===== src/inc/pdt_consts.vh =====
`ifndef PDT_CONSTS_VH
`define PDT_CONSTS_VH
// register indices; byte address is four times the index
`define PDT_IDX_COMBINE 8'h20
`define PDT_IDX_DEADTIME 8'h22
`define PDT_IDX_TRIGGER 8'h23
`define PDT_IDX_WPROT 8'h30
// deadtime_control fields
`define PDT_DEADTIME_PRESCALE_HI 7
`define PDT_DEADTIME_PRESCALE_LO 6
`define PDT_DEADTIME_COUNT_HI 5
`define PDT_DEADTIME_COUNT_LO 0
`define PDT_DEADTIME_PRESCALE_DIV4 2'h2
`define PDT_DEADTIME_PRESCALE_DIV16 2'h3
`define PDT_DIV4_SHIFT 4'h2
`define PDT_DIV16_SHIFT 4'h4
// trigger_control fields
`define PDT_TRIGGER_FLAG_BIT 7
`define PDT_INITEN_BIT 6
`define PDT_CH1EN_BIT 5
`define PDT_CH0EN_BIT 4
`define PDT_CH5EN_BIT 3
`define PDT_CH4EN_BIT 2
`define PDT_CH3EN_BIT 1
`define PDT_CH2EN_BIT 0
// channel_pair_combine fields
`define PDT_COMB_LO 0
`define PDT_PAIR_DEADTIME_EN_LO 4
// write protect register
`define PDT_WPOFF_BIT 0
// reset values
`define PDT_RST_COMBINE 8'h00
`define PDT_RST_DEADTIME 8'h00
`define PDT_RST_TRIGGER 8'h00
`define PDT_RST_WPOFF 1'b0
`endif


===== src/rtl/pdt_ctrl.v =====
// Operation
// - combine bit 1 pairs channels n and n+1; 0 keeps them independent
// - combine, prescale and deadtime count writable only when write_protect_off is 1
// - prescale bits 7-6: 0x divides by 1, 10 by 4, 11 by 16
// - one prescale and one deadtime count shared by all channels
// - deadtime count inserts that many prescaled counts, zero none, up to 63
// - inserted delay in clocks is prescale factor times deadtime count
// - trigger flag bit 7 set by hardware on any channel trigger
// - flag cleared by read while set then write 0; writing 1 ignored
// - trigger between clearing read and write restarts clear, flag stays set
// - bit 6 enables trigger when counter equals its initial value
// - bit 5 enables channel 1 trigger on counter matching its value
// - bit 4 enables channel 0 trigger on counter matching its value
// - bits 3,2,1,0 enable channels 5,4,3,2 triggers on own match
// - channels 6 and 7 never produce channel triggers
// - several enabled channels give separate triggers within one period
// - per-pair deadtime enable, also write protected
//
// Added by the designer: the APB slave port.
`timescale 1ns/1ps
`include "pdt_consts.vh"
module pdt_ctrl #(
    parameter CNT_W = 16,
    parameter NCH = 8
) (
    input wire pclk,
    input wire presetn,
    input wire psel,
    input wire penable,
    input wire pwrite,
    input wire [11:0] paddr,
    input wire [31:0] pwdata,
    output reg [31:0] prdata,
    output reg pready,
    output reg pslverr,
    input wire [CNT_W-1:0] timer_count,
    input wire [CNT_W-1:0] timer_init_value,
    input wire [6*CNT_W-1:0] channel_value,
    input wire [NCH-1:0] pwm_raw,
    output reg [NCH-1:0] pwm_out,
    output reg [5:0] ch_trig,
    output reg init_trig
);
    localparam NPAIR = NCH / 2;

    reg [7:0] combine_q;
    reg [7:0] deadtime_q;
    reg [6:0] trig_en_q;
    reg trigger_flag_q;
    reg clr_armed_q;
    reg write_protect_off_q;
    reg [5:0] match_prev_q;
    reg init_prev_q;
    reg [9:0] dt_cnt_q [0:NCH-1];
    reg [NCH-1:0] pwm_q;

    wire setup = psel & ~penable;
    wire access = psel & penable & pready;
    wire wr_acc = access & pwrite;
    wire rd_acc = access & ~pwrite;
    // word index match for one register
    function idx_is;
        input [9:0] word;
        input [7:0] target;
        begin
            idx_is = (word == {2'b00, target});
        end
    endfunction

    // misaligned accesses hit nothing, so they never write
    wire aligned = (paddr[1:0] == 2'b00);
    wire [9:0] idx = paddr[11:2];
    wire hit_comb = aligned & idx_is(idx, `PDT_IDX_COMBINE);
    wire hit_dt = aligned & idx_is(idx, `PDT_IDX_DEADTIME);
    wire hit_trig = aligned & idx_is(idx, `PDT_IDX_TRIGGER);
    wire hit_wp = aligned & idx_is(idx, `PDT_IDX_WPROT);
    wire mapped = hit_comb | hit_dt | hit_trig | hit_wp;

    // shared deadtime length in system clocks
    function [9:0] dt_cycles;
        input [7:0] dt;
        reg [9:0] val;
        begin
            val = {4'h0, dt[`PDT_DEADTIME_COUNT_HI:`PDT_DEADTIME_COUNT_LO]};
            case (dt[`PDT_DEADTIME_PRESCALE_HI:`PDT_DEADTIME_PRESCALE_LO])
                `PDT_DEADTIME_PRESCALE_DIV4: dt_cycles = val << `PDT_DIV4_SHIFT;
                `PDT_DEADTIME_PRESCALE_DIV16: dt_cycles = val << `PDT_DIV16_SHIFT;
                2'h0, 2'h1: dt_cycles = val;
                default: dt_cycles = val;
            endcase
        end
    endfunction

    // enable bit of a trigger channel
    function ch_enable;
        input [6:0] en;
        input integer ch;
        begin
            case (ch)
                0: ch_enable = en[`PDT_CH0EN_BIT];
                1: ch_enable = en[`PDT_CH1EN_BIT];
                2: ch_enable = en[`PDT_CH2EN_BIT];
                3: ch_enable = en[`PDT_CH3EN_BIT];
                4: ch_enable = en[`PDT_CH4EN_BIT];
                5: ch_enable = en[`PDT_CH5EN_BIT];
                default: ch_enable = 1'b0;
            endcase
        end
    endfunction

    // match detection, one pulse per new match
    reg [5:0] match_now;
    reg [5:0] trig_d;
    integer m;
    always @* begin
        for (m = 0; m < 6; m = m + 1) begin
            match_now[m] = (timer_count == channel_value[m*CNT_W +: CNT_W]);
            trig_d[m] = match_now[m] & ~match_prev_q[m] & ch_enable(trig_en_q, m);
        end
    end
    wire init_match = (timer_count == timer_init_value);
    wire init_d = init_match & ~init_prev_q & trig_en_q[`PDT_INITEN_BIT];
    wire any_trig = |trig_d;

    // apb read mux
    reg [7:0] rd_d;
    always @* begin
        rd_d = 8'h00;
        if (hit_comb) begin
            rd_d = combine_q;
        end else if (hit_dt) begin
            rd_d = deadtime_q;
        end else if (hit_trig) begin
            rd_d = {trigger_flag_q, trig_en_q};
        end else if (hit_wp) begin
            rd_d = {7'h00, write_protect_off_q};
        end
    end

    // apb slave, no wait states
    always @(posedge pclk or negedge presetn) begin
        if (!presetn) begin
            pready <= 1'b0;
            prdata <= 32'h00000000;
            pslverr <= 1'b0;
        end else begin
            pready <= setup;
            if (setup) begin
                prdata <= {24'h000000, (pwrite | ~mapped) ? 8'h00 : rd_d};
                pslverr <= ~mapped;
            end else if (access) begin
                prdata <= 32'h00000000;
                pslverr <= 1'b0;
            end
        end
    end

    // write protect register, never itself protected
    always @(posedge pclk or negedge presetn) begin
        if (!presetn) begin
            write_protect_off_q <= `PDT_RST_WPOFF;
        end else if (wr_acc && hit_wp) begin
            write_protect_off_q <= pwdata[`PDT_WPOFF_BIT];
        end
    end

    // pair combine and deadtime enables
    always @(posedge pclk or negedge presetn) begin
        if (!presetn) begin
            combine_q <= `PDT_RST_COMBINE;
        end else if (wr_acc && hit_comb && write_protect_off_q) begin
            combine_q <= pwdata[7:0];
        end
    end

    // shared deadtime prescale and count
    always @(posedge pclk or negedge presetn) begin
        if (!presetn) begin
            deadtime_q <= `PDT_RST_DEADTIME;
        end else if (wr_acc && hit_dt && write_protect_off_q) begin
            deadtime_q <= pwdata[7:0];
        end
    end

    // trigger enables, not protected
    always @(posedge pclk or negedge presetn) begin
        if (!presetn) begin
            trig_en_q <= 7'h00;
        end else if (wr_acc && hit_trig) begin
            trig_en_q <= pwdata[6:0];
        end
    end

    // trigger flag, a new trigger wins over a clear
    always @(posedge pclk or negedge presetn) begin
        if (!presetn) begin
            trigger_flag_q <= 1'b0;
        end else if (any_trig) begin
            trigger_flag_q <= 1'b1;
        end else if (wr_acc && hit_trig && clr_armed_q && !pwdata[`PDT_TRIGGER_FLAG_BIT]) begin
            trigger_flag_q <= 1'b0;
        end
    end

    // clear sequence, armed by a read of a set flag
    always @(posedge pclk or negedge presetn) begin
        if (!presetn) begin
            clr_armed_q <= 1'b0;
        end else if (any_trig) begin
            clr_armed_q <= 1'b0;
        end else if (wr_acc && hit_trig) begin
            clr_armed_q <= 1'b0;
        end else if (rd_acc && hit_trig && trigger_flag_q) begin
            clr_armed_q <= 1'b1;
        end
    end

    // channel trigger pulses
    always @(posedge pclk or negedge presetn) begin
        if (!presetn) begin
            match_prev_q <= 6'h00;
            ch_trig <= 6'h00;
        end else begin
            match_prev_q <= match_now;
            ch_trig <= trig_d;
        end
    end

    // initial value trigger pulse
    always @(posedge pclk or negedge presetn) begin
        if (!presetn) begin
            init_prev_q <= 1'b0;
            init_trig <= 1'b0;
        end else begin
            init_prev_q <= init_match;
            init_trig <= init_d;
        end
    end

    // channel sources after pair combining
    reg [NCH-1:0] src;
    reg [NCH-1:0] dt_on;
    integer p;
    always @* begin
        src = pwm_raw;
        dt_on = {NCH{1'b0}};
        for (p = 0; p < NPAIR; p = p + 1) begin
            if (combine_q[`PDT_COMB_LO + p]) begin
                src[2*p+1] = ~pwm_raw[2*p];
            end
            dt_on[2*p] = combine_q[`PDT_PAIR_DEADTIME_EN_LO + p];
            dt_on[2*p+1] = combine_q[`PDT_PAIR_DEADTIME_EN_LO + p];
        end
    end

    wire [9:0] dt_len = dt_cycles(deadtime_q);

    // deadtime counters, restarted whenever the source drops
    integer c;
    always @(posedge pclk or negedge presetn) begin
        if (!presetn) begin
            for (c = 0; c < NCH; c = c + 1) begin
                dt_cnt_q[c] <= 10'h000;
            end
        end else begin
            for (c = 0; c < NCH; c = c + 1) begin
                if (!src[c]) begin
                    dt_cnt_q[c] <= 10'h000;
                end else if (!pwm_q[c] && dt_on[c] && dt_cnt_q[c] < dt_len) begin
                    dt_cnt_q[c] <= dt_cnt_q[c] + 10'h001;
                end
            end
        end
    end

    // outputs rise after the deadtime, fall at once
    integer q;
    always @(posedge pclk or negedge presetn) begin
        if (!presetn) begin
            pwm_q <= {NCH{1'b0}};
        end else begin
            for (q = 0; q < NCH; q = q + 1) begin
                if (!src[q]) begin
                    pwm_q[q] <= 1'b0;
                end else if (!dt_on[q] || dt_cnt_q[q] >= dt_len) begin
                    pwm_q[q] <= 1'b1;
                end
            end
        end
    end

    always @* begin
        pwm_out = pwm_q;
    end
endmodule // pdt_ctrl


===== config.mk =====
export PLATFORM = sky130hd
export DESIGN_NAME = pdt_ctrl
export DESIGN_NICKNAME = d
export VERILOG_FILES = /design/src/rtl/pdt_ctrl.v
export VERILOG_INCLUDE_DIRS = /design/src /design/src/inc
export SDC_FILE = /design/constraint.sdc
export NUM_CORES = 1
export LEC_CHECK = 0
export BUFFER_PORTS_ARGS = -buffer_cell sky130_fd_sc_hd__buf_2
export CAP_MARGIN = 20
export CELL_PAD_IN_SITES_DETAIL_PLACEMENT = 1
export CELL_PAD_IN_SITES_GLOBAL_PLACEMENT = 1
export CORE_ASPECT_RATIO = 0.5
export CORE_UTILIZATION = 45
export DETAILED_ROUTE_END_ITERATION = 8
export GPL_TIMING_DRIVEN = 0
export MAX_ROUTING_LAYER = met4
export PLACE_DENSITY_LB_ADDON = 0.1
export SLEW_MARGIN = 20
export SYNTH_ARGS = -nofsm -noshare
export SYNTH_HDL_FRONTEND = slang
export SYNTH_SLANG_ARGS = --single-unit

===== constraint.sdc =====
create_clock -name pclk -period 5.1 [get_ports pclk]
set_input_delay 1.53 -clock pclk [delete_from_list [all_inputs] [get_ports pclk]]
set_output_delay 1.53 -clock pclk [all_outputs]
set_load 0.02 [all_outputs]

==> metrics.txt <==
# Max-Cap Violations 0; Iteration-0 DRC Markers between 500 and 600; post-synthesis sequential area ratio roughly a third; outcome finished, final reports clean; Cell Pwr Density between 200 and 250 mW/mm^2; WL/cell between 20 and 25 um; Final min period just under 5 ns; Slew Limit Fails 0; fin cells about 1600; global placer's final weighted congestion about 0.85; cells after synthesis 1095; Rel. slew slack 33.0%; Post-DP HPWL ~25 mm; Reg clk slew, reported paths ~0.070 ns; initial antenna violation count 2; die area ~0.023 mm^2; Async S/R FF share, synth 100%; cells along the critical path buf_4 -> buf_2 -> buf_1 -> buf_2 -> nand3_1 -> ha_1 -> nand4_1 -> or2_2 -> a2111oi_1 -> a31o_2 -> or2_1 -> clkbuf_1 -> buf_4 -> o21ai_0 -> a21oi_1; Fmax between 200 and 250 MHz; Pre-Repair DR Iteration Count 5; CTS H-tree lvls 4; total gr overflow 0; static leakage 5.30 nW; most frequent cell after synthesis dfrtp_1; Distinct cells, synth between 60 and 70; Num CTS Buffers 17; Synth top area share between 30% and 40%; CTS tree built; vias in the first global route ~9900; number of hold violations in the final report 0; Top-Level Pins between 200 and 250; delay-heaviest family, CP buffers and inverters; WS Path Type reg2reg; row count 38; clk buf depth 2; biggest area consumer among synthesized cells dfrtp_1; post-route ant nets 0; Crit path largest cell delay 0.58 ns; Worst Tran Pin Value 0.995 ns; CP Launch Type flop; period utilisation layout slightly below 100%; worst path arrival time around 5.3 ns; Clock Latency Late Sink between 0.4 and 0.5 ns; largest net degree at the start of global routing between 90 and 100; CP Data Required Time about 5.5 ns; Clock Tree Root clkbuf_16; Critical Path Slowest Stage Cell a2111oi_1; Final #Nets ~1600; # DRC 0; Synth Flop Type dfrtp_1; first-pass GRT wire length between 50 and 60 mm; routed via count between 9000 and 10000; leading post-synthesis cells by cell area dfrtp_1 34%, xnor2_1 12%, ha_1 7.9%, mux2_2 4.4%, nand4_1 3.0%; Buf/Inv on CP 6; Die Ht around 110 um; Synth Register Bits about 140; hold_buf cts 0; synth cell count leaders 138 x dfrtp_1, 136 x xnor2_1, 64 x ha_1, 63 x nor2_1, 60 x nand2_1; Post-Place Cells about 1600; Initial Util between 40 and 50%; proportion of layout cells with a drive suffix above 1 approximately 22%; crit-path max FO 10; # clock sinks between 100 and 150; setup_tns 0 ns; synthesized cell area around 0.010 mm^2; RSZ-0062 raised after global routing false; Yosys warning total 0; Finish-stage setup viols 0; drt total wl roughly 33 mm; CP Capture Type flop; average size of a mapped cell around 9 um^2; Core Area roughly 0.022 mm^2; min-delay worst type reg2reg; Tot GR Track Use about 30%; die width 214 um; drt via density approximately 5.7; Post-synth EDFFs 0; Peak VDD IR 222 uV; I/O Buffers about 170; Area Overhead vs Synth 19.1%; Clock Skew between 0.009 and 0.01 ns
what timing repair did:
item | 4_1_cts | 5_1_grt
endpoints found under the hold margin | 0 | 0
gates resized for setup | 0 | 1
buffers inserted | 0 | 0
setup endpoints to repair | 0 | 1
path summary, 6_finish.rpt:
kind	start	end	slack (ns)	cells after the start
min in group asynchronous	presetn	dt_cnt_q[56]$_DFFE_PN0P_	0.97	1
worst max register to register	deadtime_q[7]$_DFFE_PN0P_	dt_cnt_q[53]$_DFFE_PN0P_	0.19	15
worst min register to register	prdata[1]$_DFFE_PN0P_	prdata[1]$_DFFE_PN0P_	0.47	2
worst max-delay path	deadtime_q[7]$_DFFE_PN0P_	dt_cnt_q[53]$_DFFE_PN0P_	0.19	15
max in group asynchronous	presetn	combine_q[0]$_DFFE_PN0P_	3.34	2
worst min-delay path	prdata[1]$_DFFE_PN0P_	prdata[1]$_DFFE_PN0P_	0.47	2
metrics by stage:
stage                     power, mW  cell area [um^2]  hold WS, ns  worst slack, ns  utilization, %
after floorplan                1.28             10200        0.480             1.60               -
after global placement         1.40             11400        0.467            0.428            52.2
after detailed placement       1.41             11400        0.465            0.313            52.4
after CTS                      2.66             12000        0.480            0.309            55.1
after global routing           2.72             12000        0.496           0.0257            55.1
final                          2.63             12000        0.473            0.194            55.1
per-layer routing:
metal,wire length [um],vias up,GRT usage [%]
met4,625,0,9.44
met5,0,-,-
met2,16600,220,51.5
met3,1560,50,5.95
li1,-,4381,-
met1,14300,4666,36.5
cell type report:
| class | count | area (um^2) |
|---|---|---|
| antenna | 2 | 5.00 |
| buffer | 77 | 417 |
| clock buffer | 19 | 433 |
| clock inverter | 13 | 143 |
| fill | 2639 | 9800 |
| inverter | 44 | 165 |
| multi-input combinational | 859 | 6150 |
| sequential | 138 | 3450 |
| tap | 300 | 375 |
| timing repair buffer | 170 | 883 |
cells by family after synthesis:
family	after synthesis	share of synthesized area, %
AND/OR/NAND/NOR	355	19.3
AO/OA/AOI/OAI	218	14.5
other	1	0.0371
XOR/XNOR	148	12.8
flip-flops	138	34.2
buffers and inverters	121	5.76
adder cells (fa/ha/maj)	64	7.93
multiplexers	50	5.44
registers in the layout, summed over array words and instances (netlist names), 6 cells and up:
| signal | flops |
|---|---|
| dt_cnt_q | 80 |
| combine_q | 8 |
| deadtime_q | 8 |
| prdata | 8 |
| pwm_out | 8 |
| ch_enable.en | 7 |
| ch_trig | 6 |
| match_prev_q | 6 |
cell usage in the layout, fill, tap and decap left out, types with 7 or more instances in the layout:
cell	n
nand3_1	43
mux2i_1	10
dfrtp_1	138
o21ai_0	42
inv_1	44
o31ai_1	30
nor4_1	18
nor2b_1	8
or4_1	22
clkbuf_1	38
o211ai_1	11
ha_1	64
buf_2	180
a211oi_1	14
a22oi_1	8
or3_1	26
clkbuf_16	17
buf_4	26
a21o_1	13
nand2_1	60
conb_1	24
and3_1	10
xor2_1	12
nor3_1	12
mux2_2	39
xnor2_1	136
a21oi_1	58
and4_1	7
nand4_1	49
and3b_1	8
nor2_1	63
tightest hold or removal path, stage by stage (launching register included):
cell and delay, ns:
dfrtp_1 0.34, nand2_1 0.04, o21ai_0 0.06
report_power, final:
| group | switching, mW | internal, mW | leakage (nW) | total, mW |
|---|---|---|---|---|
| Combinational | 0.159 | 0.128 | 3.11 | 0.288 |
| Clock | 0.522 | 0.723 | 0.278 | 1.24 |
| Sequential | 0.00327 | 1.10 | 1.91 | 1.10 |
Power figures use the tool's default switching activity.
